<file path="src/shared/capture_regs_pkg.sv">
// Contract
// - Bit 0 shows word alignment found
// - Bits 1-3 show fast, slow, receiver lock
// - Bit 4 shows collection finished
// - Bit 5 shows capture finished
// - Bits 6-7 show frame A/B phase lock
// - Reset bit at 0x1D holds core reset
// - Display logic runs on own 50 MHz rate
// - Display has 32 positions in two rows
package capture_regs_pkg;

    ////////////////////////////////////////////////////////////////////////////
    // Register map
    localparam logic [7:0] ADDR_CAPTURE_STATUS = 8'h04;
    localparam logic [7:0] ADDR_GLOBAL_RESET = 8'h1D;
    localparam logic [7:0] CAPTURE_STATUS_RESET = 8'h00;
    localparam logic [7:0] GLOBAL_RESET_RESET = 8'h00;
    localparam logic [7:0] READ_UNMAPPED = 8'h00;

    // Status field positions
    localparam int STAT_WORD_ALIGN_OK = 0;
    localparam int STAT_FAST_PLL_LOCKED = 1;
    localparam int STAT_SLOW_PLL_LOCKED = 2;
    localparam int STAT_RECEIVER_PLL_LOCKED = 3;
    localparam int STAT_COLLECTION_DONE = 4;
    localparam int STAT_CAPTURE_DONE = 5;
    localparam int STAT_FRAME_A_LOCKED = 6;
    localparam int STAT_FRAME_B_LOCKED = 7;
    localparam int STATUS_WIDTH = 8;

    // Reset control field
    localparam int RESET_BIT = 0;

    ////////////////////////////////////////////////////////////////////////////
    // Timing
    localparam int SYS_CLK_MHZ = 250;
    localparam int DISP_CLK_MHZ = 50;
    localparam logic [2:0] DISP_DIV_LAST = 3'(SYS_CLK_MHZ / DISP_CLK_MHZ - 1);

    ////////////////////////////////////////////////////////////////////////////
    // Display layout
    localparam int DISP_POSITIONS = 32;
    localparam logic [4:0] DISP_POS_LAST = 5'h1F;
    localparam logic [4:0] POS_STATE_0 = 5'h00;
    localparam logic [4:0] POS_STATE_1 = 5'h01;
    localparam logic [4:0] POS_STATE_2 = 5'h02;
    localparam logic [4:0] POS_CHANNEL = 5'h04;
    localparam logic [4:0] POS_COUNT_0 = 5'h10;
    localparam logic [4:0] POS_COUNT_1 = 5'h11;
    localparam logic [4:0] POS_COUNT_2 = 5'h12;
    localparam logic [4:0] POS_COUNT_3 = 5'h13;
    localparam logic [7:0] CHAR_SPACE = 8'h20;
    localparam logic [7:0] CHAR_ZERO = 8'h30;
    localparam logic [7:0] CHAR_A_MINUS_10 = 8'h37;
    localparam logic [7:0] CHAR_R = 8'h52;
    localparam logic [7:0] CHAR_D = 8'h44;
    localparam logic [7:0] CHAR_Y = 8'h59;
    localparam logic [7:0] CHAR_S = 8'h53;
    localparam logic [7:0] CHAR_T = 8'h54;

endpackage

</file>
<file path="src/core/capture_status_reset_regs.sv">
`timescale 1ns/100ps
module capture_status_reset_regs (
    // Clock and reset
    input wire logic i_clk_sys,
    input wire logic i_rst_n,
    // Register access port
    input wire logic [7:0] i_reg_addr,
    input wire logic i_reg_wr,
    input wire logic [7:0] i_reg_wdata,
    input wire logic i_reg_rd,
    output logic [7:0] o_reg_rdata,
    output logic o_reg_rvalid,
    // Status sources
    input wire logic i_word_align_ok,
    input wire logic i_fast_pll_locked,
    input wire logic i_slow_pll_locked,
    input wire logic i_receiver_pll_locked,
    input wire logic i_collection_done,
    input wire logic i_capture_done,
    input wire logic i_frame_a_phase_locked,
    input wire logic i_frame_b_phase_locked,
    // Core reset out
    output logic o_core_reset_n,
    // Display inputs
    input wire logic [2:0] i_selected_channel,
    input wire logic [15:0] i_sample_count,
    // Display character stream
    output logic [7:0] o_lcd_char,
    output logic [4:0] o_lcd_pos,
    output logic o_lcd_char_valid
);

    ////////////////////////////////////////////////////////////////////////////
    // Status synchronisers
    wire logic [7:0] status_src;
    logic [7:0] status_meta;
    logic [7:0] status_sync;

    assign status_src = {i_frame_b_phase_locked, i_frame_a_phase_locked, i_capture_done,
                         i_collection_done, i_receiver_pll_locked, i_slow_pll_locked,
                         i_fast_pll_locked, i_word_align_ok};

    genvar gi;
    generate
        for (gi = 0; gi < capture_regs_pkg::STATUS_WIDTH; gi++) begin : g_sync
            always_ff @(posedge i_clk_sys or negedge i_rst_n) begin
                if (!i_rst_n) begin
                    status_meta[gi] <= 1'b0;
                    status_sync[gi] <= 1'b0;
                end else begin
                    status_meta[gi] <= status_src[gi];
                    status_sync[gi] <= status_meta[gi];
                end
            end
        end
    endgenerate

    ////////////////////////////////////////////////////////////////////////////
    // Register decode
    wire logic hit_status;
    wire logic hit_reset;
    wire logic [7:0] next_rdata;
    logic reset_hold;

    assign hit_status = i_reg_addr == capture_regs_pkg::ADDR_CAPTURE_STATUS;
    assign hit_reset = i_reg_addr == capture_regs_pkg::ADDR_GLOBAL_RESET;
    // live status view; reset register is write-only
    assign next_rdata = hit_status ? status_sync : capture_regs_pkg::READ_UNMAPPED;

    always_ff @(posedge i_clk_sys or negedge i_rst_n) begin
        if (!i_rst_n) begin
            o_reg_rdata <= capture_regs_pkg::CAPTURE_STATUS_RESET;
            o_reg_rvalid <= 1'b0;
        end else begin
            o_reg_rvalid <= i_reg_rd;
            if (i_reg_rd) begin
                o_reg_rdata <= next_rdata;
            end
        end
    end

    // not self-clearing, host must write 0
    always_ff @(posedge i_clk_sys or negedge i_rst_n) begin
        if (!i_rst_n) begin
            reset_hold <= capture_regs_pkg::GLOBAL_RESET_RESET[capture_regs_pkg::RESET_BIT];
        end else if (i_reg_wr && hit_reset) begin
            reset_hold <= i_reg_wdata[capture_regs_pkg::RESET_BIT];
        end
    end

    // Registered so the core reset never glitches on decode
    always_ff @(posedge i_clk_sys or negedge i_rst_n) begin
        if (!i_rst_n) begin
            o_core_reset_n <= 1'b0;
        end else begin
            o_core_reset_n <= ~reset_hold;
        end
    end

    ////////////////////////////////////////////////////////////////////////////
    // Display driver, reset only by the board reset
    logic [2:0] disp_div;
    wire logic disp_tick;
    logic [4:0] disp_pos;
    logic [7:0] disp_char;

    assign disp_tick = disp_div == capture_regs_pkg::DISP_DIV_LAST;

    always_ff @(posedge i_clk_sys or negedge i_rst_n) begin
        if (!i_rst_n) begin
            disp_div <= 3'h0;
        end else if (disp_tick) begin
            disp_div <= 3'h0;
        end else begin
            disp_div <= disp_div + 3'h1;
        end
    end

    function automatic logic [7:0] hex_char(input logic [3:0] nib);
        if (nib < 4'hA) begin
            hex_char = capture_regs_pkg::CHAR_ZERO + {4'h0, nib};
        end else begin
            hex_char = capture_regs_pkg::CHAR_A_MINUS_10 + {4'h0, nib};
        end
    endfunction

    always_comb begin
        case (disp_pos)
            capture_regs_pkg::POS_STATE_0: disp_char = capture_regs_pkg::CHAR_R;
            capture_regs_pkg::POS_STATE_1: begin
                disp_char = reset_hold ? capture_regs_pkg::CHAR_S : capture_regs_pkg::CHAR_D;
            end
            capture_regs_pkg::POS_STATE_2: begin
                disp_char = reset_hold ? capture_regs_pkg::CHAR_T : capture_regs_pkg::CHAR_Y;
            end
            capture_regs_pkg::POS_CHANNEL: disp_char = hex_char({1'b0, i_selected_channel});
            capture_regs_pkg::POS_COUNT_0: disp_char = hex_char(i_sample_count[15:12]);
            capture_regs_pkg::POS_COUNT_1: disp_char = hex_char(i_sample_count[11:8]);
            capture_regs_pkg::POS_COUNT_2: disp_char = hex_char(i_sample_count[7:4]);
            capture_regs_pkg::POS_COUNT_3: disp_char = hex_char(i_sample_count[3:0]);
            default: disp_char = capture_regs_pkg::CHAR_SPACE;
        endcase
    end

    always_ff @(posedge i_clk_sys or negedge i_rst_n) begin
        if (!i_rst_n) begin
            disp_pos <= 5'h00;
            o_lcd_char <= capture_regs_pkg::CHAR_SPACE;
            o_lcd_pos <= 5'h00;
            o_lcd_char_valid <= 1'b0;
        end else begin
            o_lcd_char_valid <= disp_tick;
            if (disp_tick) begin
                o_lcd_char <= disp_char;
                o_lcd_pos <= disp_pos;
                disp_pos <= disp_pos + 5'h01;
            end
        end
    end

    ////////////////////////////////////////////////////////////////////////////
    // Assertions
    a_status_align: assert property (
        @(posedge i_clk_sys) disable iff (!i_rst_n)
        (i_reg_rd && hit_status && $past(i_rst_n, 3)) |=>
            o_reg_rdata[0] == $past(i_word_align_ok, 3))
        else $error("status bit 0 does not follow word alignment");

    a_status_plls: assert property (
        @(posedge i_clk_sys) disable iff (!i_rst_n)
        (i_reg_rd && hit_status && $past(i_rst_n, 3)) |=>
            o_reg_rdata[3:1] == $past({i_receiver_pll_locked, i_slow_pll_locked,
                                       i_fast_pll_locked}, 3))
        else $error("status bits 3:1 do not follow pll locks");

    a_status_collect: assert property (
        @(posedge i_clk_sys) disable iff (!i_rst_n)
        (i_reg_rd && hit_status && $past(i_rst_n, 3)) |=>
            o_reg_rdata[4] == $past(i_collection_done, 3))
        else $error("status bit 4 does not follow collection done");

    a_status_capture: assert property (
        @(posedge i_clk_sys) disable iff (!i_rst_n)
        (i_reg_rd && hit_status && $past(i_rst_n, 3)) |=>
            o_reg_rdata[5] == $past(i_capture_done, 3))
        else $error("status bit 5 does not follow capture done");

    a_status_frames: assert property (
        @(posedge i_clk_sys) disable iff (!i_rst_n)
        (i_reg_rd && hit_status && $past(i_rst_n, 3)) |=>
            o_reg_rdata[7:6] == $past({i_frame_b_phase_locked, i_frame_a_phase_locked}, 3))
        else $error("status bits 7:6 do not follow frame locks");

    a_reset_hold: assert property (
        @(posedge i_clk_sys) disable iff (!i_rst_n)
        (i_reg_wr && hit_reset && i_reg_wdata[0]) ##1 !(i_reg_wr && hit_reset)
            |=> !o_core_reset_n)
        else $error("core reset not held after reset bit set");

    a_disp_rate: assert property (
        @(posedge i_clk_sys) disable iff (!i_rst_n)
        o_lcd_char_valid |=> !o_lcd_char_valid [*4] ##1 o_lcd_char_valid)
        else $error("display strobe not at 50 MHz rate");

    a_disp_wrap: assert property (
        @(posedge i_clk_sys) disable iff (!i_rst_n)
        (o_lcd_char_valid && o_lcd_pos == 5'h1F) |-> ##5 (o_lcd_char_valid && o_lcd_pos == 5'h00))
        else $error("display does not wrap after 32 positions");

    a_disp_ready: assert property (
        @(posedge i_clk_sys) disable iff (!i_rst_n)
        (o_lcd_char_valid && o_lcd_pos == 5'h01) |-> o_lcd_char == ($past(reset_hold) ? 8'h53 : 8'h44))
        else $error("ready or reset indication wrong");

    a_read_reset: assert property (
        @(posedge i_clk_sys)
        $rose(i_rst_n) |-> (o_reg_rdata == 8'h00 && !o_reg_rvalid))
        else $error("read data not zero after reset");

endmodule // capture_status_reset_regs

</file>
<file path="config.mk">
export PLATFORM = sky130hd
export DESIGN_NAME = capture_status_reset_regs
export DESIGN_NICKNAME = d
export VERILOG_FILES = /design/src/shared/capture_regs_pkg.sv /design/src/core/capture_status_reset_regs.sv
export SDC_FILE = /design/constraint.sdc
export NUM_CORES = 1
export LEC_CHECK = 0
export ABC_AREA = 0
export ABC_CLOCK_PERIOD_IN_PS = 4000
export BUFFER_PORTS_ARGS = -buffer_cell sky130_fd_sc_hd__buf_2
export CORE_UTILIZATION = 55
export DETAILED_ROUTE_END_ITERATION = 6
export GPL_TIMING_DRIVEN = 0
export PLACE_DENSITY = 0.84
export SLEW_MARGIN = 20
export SYNTH_ARGS = -nofsm -noshare
export SYNTH_HDL_FRONTEND = slang
export SYNTH_SLANG_ARGS = --single-unit
export TNS_END_PERCENT = 20
</file>
<file path="constraint.sdc">
create_clock -name i_clk_sys -period 4 [get_ports i_clk_sys]
set_input_delay 0.8 -clock i_clk_sys [delete_from_list [all_inputs] [get_ports i_clk_sys]]
set_output_delay 0.8 -clock i_clk_sys [all_outputs]
set_load 0.005 [all_outputs]
</file>
==> results of run 1 <==
-- cells by family (layout without fill, tap and decap cells) --
logic type	after synthesis	after routing
muxes	3	3
other	1	1
buffers and inverters	33	102
DFF	48	48
AOI/OAI and AO/OA	63	63
adders and majority gates	10	10
and+or+nand+nor	79	79
xor gates and xnor gates	8	8
-- area by class of cell --
cell class / count / area share (%)
clock inverter: 1 / 0.307
buffer: 8 / 1.49
clock buffer: 6 / 2.89
tap: 50 / 2.19
multi-input combinational: 164 / 36.7
sequential: 48 / 42.1
timing repair buffer: 62 / 11.0
inverter: 25 / 3.29
-- sequential cells by signal (all words and copies together), names as in the netlist, 3 cells and up --
| signal | cells |
|---|---|
| status_sync | 8 |
| status_meta | 8 |
| o_lcd_pos | 5 |
| o_reg_rdata | 8 |
| disp_pos | 5 |
| disp_div | 3 |
| o_lcd_char | 7 |
-- worst max-delay path, delay by kind of cell --
family          cells  cell delay (ns)
simple gates        1             0.20
fa+ha+maj           1             0.20
buf+inv             2             0.18
compound gates      4             0.92
-- power by group --
part           internal, W  switching [W]  total [W]
Combinational    0.0000312      0.0000401  0.0000713
Sequential        0.000495     0.00000436   0.000500
Clock             0.000138       0.000146   0.000284
Total             0.000664       0.000191   0.000855
-- layout by cell type (no fill, tap or decap), types with 2 or more instances in the layout --
cell type / synthesis / final
buf_2: 4 / 65
dfrtp_1: 47 / 47
nand2_1: 37 / 37
inv_1: 25 / 25
o21ai_0: 23 / 23
a21oi_1: 12 / 12
ha_1: 10 / 10
xnor2_1: 8 / 8
nor2_1: 7 / 7
nand3_1: 6 / 6
clkbuf_8: 0 / 6
nand2b_1: 4 / 4
nand4_1: 4 / 4
and3_1: 4 / 4
nor2b_1: 4 / 4
and4b_1: 4 / 4
o22ai_1: 4 / 4
mux2i_1: 3 / 3
buf_4: 2 / 3
clkbuf_1: 2 / 2
a221oi_1: 2 / 2
a22oi_1: 2 / 2
o21ai_1: 2 / 2
nor4_1: 2 / 2
a21o_1: 2 / 2
a211oi_1: 2 / 2
-- worst max path at each step --
| stage | end | cells past startpoint |
|---|---|---|
| final | o_lcd_char[2] | 8 |
| after global routing | o_lcd_char[2] | 8 |
| after CTS | o_lcd_char[2] | 8 |
| after detailed placement | o_lcd_char[2] | 8 |
| after global placement | o_lcd_char[2] | 8 |
| after floorplan | o_lcd_char[2] | 7 |
-- routing by layer --
layer,global-route usage [%],vias up
met3,4.33,12
met5,0,-
li1,-,981
met4,9.64,0
met1,28.6,951
met2,39.7,98
-- stage by stage --
step           std cells  area (sq um)  power (W)
6_report             364          2850   0.000855
5_1_grt              364          2850   0.000892
4_1_cts              364          2850   0.000861
3_5_place_dp         357          2760   0.000580
3_3_place_gp         357          2760   0.000578
2_1_floorplan        245          2390   0.000536
==> flow_metrics.py, run 1 <==
metrics = {
    "global_route": {
        "grt_use_total_pct": 23.2,
        "grt_start_max_net_pins": 49,
        "antenna_found_initial": 0,
        "grt_pass1_vias": 1834,
        "grt_pass1_wl_mm": 7.85,
        "grt_overflow": 0,
    },
    "layout": {
        "fillers": 327,
        "seqCellArea_sq_um": 1200,
        "synthToLayoutAreaGrowth_pct": 19.5,
        "final_nets": 371,
        "multi_input_area_sq_um": 1050,
        "final_util_pct": 69.8,
        "drive_gt1_share_pct": 26.4,
        "antenna_cells": 0,
    },
    "setup_path": {
        "timing.rr.start": "disp_pos[0]",
        "startpoint_type": "input port",
        "crit_chain": "buf_2 > inv_1 > ha_1 > and4b_1 > a21oi_1 > o22ai_1 > a2111oi_0 > o21ai_0",
        "crit_path_end_kind": "flop",
        "worstPathArrival_ns": 2.31,
        "reg2regPathDepth": 7,
        "crit_required_ns": 4.15,
        "r2r-end": "o_lcd_char[2]",
        "critPathKind": "input port to flop",
        "slowest_delay_ns": 0.52,
        "crit_slowest_cell": "a2111oi_0",
        "startpoint": "i_sample_count[9]",
        "reg2reg_slack_ns": 2.01,
        "worst-path-max-fanout": 6,
    },
    "timing": {
        "setup_viol": 0,
        "period_share_pct": 54.0,
        "finalSetupTns_ns": 0,
        "setup_ws_ns": 1.84,
        "slew_violations": 0,
        "hold_viol_final": 0,
        "fmax_ghz": 0.463,
        "rsz0062_at_grt": "false",
        "finalClockSkew_ns": 0.00580,
        "whs_ns": 0.352,
        "period_minus_slack_ns": 2.16,
        "slew_headroom_pct": 61.8,
        "worst_pin_slew_ns": 0.573,
    },
    "synthesis": {
        "synth_compound_area_share_pct": 16.6,
        "synth_seq_area_share_pct": 50.4,
        "synth_area_per_cell_sq_um": 9.74,
        "synthXorXnorAreaFrac_pct": 2.94,
        "yosysWarningCount": 0,
        "synth_fa_ha_area_share_pct": 5.24,
        "synthesis.instances": 245,
        "ys_seq_elements": 48,
        "syn_nets": 302,
        "synth_top_cell_area_share_pct": 49.3,
        "ys_top_cells_by_area": "dfrtp_1 49%, nand2_1 5.8%, ha_1 5.2%, o21ai_0 4.8%, inv_1 3.9%",
        "synthMuxAreaShare_pct": 1.26,
        "syn_area_sq_um": 2390,
        "synth_top_family_by_area": "simple AND/OR/NAND/NOR gates",
        "synth_top_area_cell": "dfrtp_1",
        "synth_ff_type": "dfrtp_1",
        "synth_edf_count": 0,
        "post-synth-top-count-cell": "dfrtp_1",
        "async_reset_ff_share_pct": 100,
        "synthSimpleGateAreaFrac_pct": 17.7,
        "synth.distinct_cells": 48,
        "netlist_top_cells_count": "47 x dfrtp_1, 37 x nand2_1, 25 x inv_1",
    },
    "place": {
        "dp_slack_ns": 1.55,
        "hpwlAfterDp_mm": 3.89,
        "io_buffers": 62,
        "gp_congestion": 0.891,
    },
    "clock_network": {
        "cts.htree.levels": 2,
        "cts_made_buffers": 5,
        "clk_latency_ns": 0.29,
        "postCtsSetupRepairBufs": 0,
        "cts_resized": 0,
        "clk_path_buf_depth": 2,
        "clk_pin_slew_ns": 0.08,
        "cts_tree": "done",
        "clock_sinks": 48,
        "root_buffer": "clkbuf_8",
        "ctsHoldBuffers": 0,
    },
    "drt": {
        "wl_met2_mm": 2.42,
        "vias_per_cell": 5.61,
        "wirelength_met1_mm": 2.18,
        "wire_per_inst_um": 14.0,
        "drc": 0,
        "dr.pass1.iters": 4,
        "drt-initial-drc-count": 105,
        "via_count": 2042,
        "top_layer_used": "met4",
        "wl_mm": 5.09,
        "antenna_left": 0,
        "met3_length_um": 369,
    },
    "floorplanning": {
        "dieWidth_um": 67.9,
        "dieArea_sq_um": 4610,
        "start_util_pct": 58.4,
        "pin_count": 71,
        "die_h_um": 67.9,
        "core_sq_um": 4090,
        "row_count": 23,
    },
    "run": {
        "max_cap_viol_count": 0,
    },
    "hold_path": {
        "hold_path.class": "flop to flop",
        "hp-start": "status_meta[7]",
        "hold_depth": 0,
        "min_to": "status_sync[7]",
    },
    "run_status": {
        "status": "complete, no violations",
    },
    "power": {
        "peakVddDrop_v": 0.000215,
        "power_density_nw_per_um2": 300,
        "p_leak_nw": 1.43,
    },
}
No activity file was read; power rests on OpenSTA's default activity.
==> run 2: changes to the inputs <==
ABC_CLOCK_PERIOD_IN_PS = 2200   (was 4000)
CORE_UTILIZATION = 51   (was 55)
PLACE_DENSITY = 0.79   (was 0.84)
clock period = 2.2 ns   (was 4 ns; I/O delays follow)
==> flow_metrics.py, run 2 (synthesis results as in run 1) <==
metrics = {
    "run_status": {
        "status": "complete, no violations",
    },
    "clock_network": {
        "clock_sinks": 48,
        "clk_pin_slew_ns": 0.09,
        "cts_resized": 0,
        "cts_made_buffers": 5,
        "clk_path_buf_depth": 2,
        "cts.htree.levels": 2,
        "postCtsSetupRepairBufs": 0,
        "ctsHoldBuffers": 0,
        "root_buffer": "clkbuf_8",
        "cts_tree": "done",
        "clk_latency_ns": 0.30,
    },
    "layout": {
        "final_common_cell": "buf_2",
        "final_nets": 371,
        "multi_input_area_sq_um": 1050,
        "fillers": 358,
        "mostFrequentLayoutCells": "65 x buf_2, 47 x dfrtp_1, 37 x nand2_1",
        "antenna_cells": 0,
        "seqCellArea_sq_um": 1200,
        "reg_top3": "o_reg_rdata (8), status_meta (8), status_sync (8)",
        "synthToLayoutAreaGrowth_pct": 20.6,
        "drive_gt1_share_pct": 26.7,
    },
    "setup_path": {
        "crit_required_ns": 2.37,
        "reg2reg_slack_ns": 0.31,
        "reg2regPathDepth": 7,
        "worst-path-max-fanout": 7,
        "critPathKind": "flop to flop",
        "crit_path_end_kind": "flop",
        "worstPathArrival_ns": 2.06,
        "startpoint_type": "flop",
        "timing.rr.start": "disp_pos[0]",
        "r2r-end": "o_lcd_char[2]",
    },
    "drt": {
        "wl_mm": 5.02,
        "top_layer_used": "met4",
        "antenna_left": 0,
        "vias_per_cell": 5.42,
        "wirelength_met1_mm": 2.35,
        "wl_met2_mm": 2.38,
        "met3_length_um": 254,
        "via_count": 1988,
        "drc": 0,
        "wire_per_inst_um": 13.7,
        "dr.pass1.iters": 4,
        "drt-initial-drc-count": 186,
    },
    "timing": {
        "whs_ns": 0.136,
        "finalClockSkew_ns": 0.00812,
        "period_minus_slack_ns": 1.89,
        "hold_viol_final": 0,
        "worst_pin_slew_ns": 0.579,
        "setup_viol": 0,
        "slew_headroom_pct": 61.4,
        "period_share_pct": 85.8,
        "rsz0062_at_grt": "false",
        "slew_violations": 0,
        "finalSetupTns_ns": 0,
        "fmax_ghz": 0.530,
    },
    "power": {
        "peakVddDrop_v": 0.000401,
        "power_density_nw_per_um2": 584,
        "p_leak_nw": 1.44,
    },
    "global_route": {
        "grt_overflow": 0,
        "grt_pass1_vias": 1845,
        "grt_use_total_pct": 21.4,
        "antenna_found_initial": 0,
        "grt_start_max_net_pins": 49,
        "grt_pass1_wl_mm": 8.37,
    },
    "floorplanning": {
        "core_sq_um": 4410,
        "dieWidth_um": 70.4,
        "dieArea_sq_um": 4960,
        "pin_count": 71,
        "start_util_pct": 54.1,
        "row_count": 24,
        "die_h_um": 70.4,
    },
    "hold_path": {
        "hold_path.class": "input port to async pin",
    },
    "run": {
        "max_cap_viol_count": 0,
    },
    "place": {
        "hpwlAfterDp_mm": 3.73,
        "io_buffers": 62,
        "gp_congestion": 0.933,
    },
}
==> run 2: cell count changes in the layout (fill, tap and decap cells not counted) <==
cell / change
bufinv_16: +1
clkinvlp_4: +1
clkinv_4: -1
clkbuf_8: -1
inv_6: +1
==> run 2: worst max-delay path by stage <==
stage / startpoint / slack (ns) / endpoint
finish: disp_pos[0] / 0.31 / o_lcd_char[2]
global route: disp_pos[0] / 0.14 / o_lcd_char[2]
CTS: disp_pos[0] / 0.29 / o_lcd_char[2]
detailed placement: i_sample_count[9] / 0.14 / o_lcd_char[2]
global placement: i_sample_count[9] / 0.17 / o_lcd_char[2]
floorplan: i_sample_count[8] / 0.61 / o_lcd_char[2]
==> run 2: report_power, final <==
group	switching [W]	internal (W)
registers	0.00000736	0.000900
clock network	0.000301	0.000342
logic	0.0000741	0.0000570
total	0.000382	0.00130
==> run 2: layout make-up <==
cell class | count | area share (%)
well taps | 52 | 2.26
clock buffers | 5 | 2.39
flip-flops and latches | 48 | 41.7
repair buffers | 62 | 10.9
plain buffers | 8 | 1.48
inverters | 25 | 3.26
clock inverters | 3 | 1.61
multi-input cells | 164 | 36.4
==> run 2: through the flow <==
stage / setup slack [ns] / utilization [%] / cells / area [sq um] / total power, W
2_1_floorplan: 0.609 / - / 245 / 2390 / 0.000975
3_3_place_gp: 0.168 / 62.6 / 359 / 2760 / 0.00105
3_5_place_dp: 0.145 / 62.6 / 359 / 2760 / 0.00106
4_1_cts: 0.294 / 65.2 / 367 / 2880 / 0.00170
5_1_grt: 0.143 / 65.2 / 367 / 2880 / 0.00175
6_report: 0.313 / 65.2 / 367 / 2880 / 0.00168
==> run 2: worst max-delay path, stage by stage (launching register included) <==
cell       delay (ns)
dfrtp_1          0.40
inv_1            0.11
ha_1             0.29
and4bb_2         0.29
inv_1            0.08
o22ai_1          0.06
a2111oi_0        0.37
o21ai_0          0.15
==> run 2: metal layers <==
layer	up-vias	GRT usage (%)
met2	71	35.3
met4	0	5.78
met5	-	0
met1	926	29.2
met3	5	3.61
li1	986	-
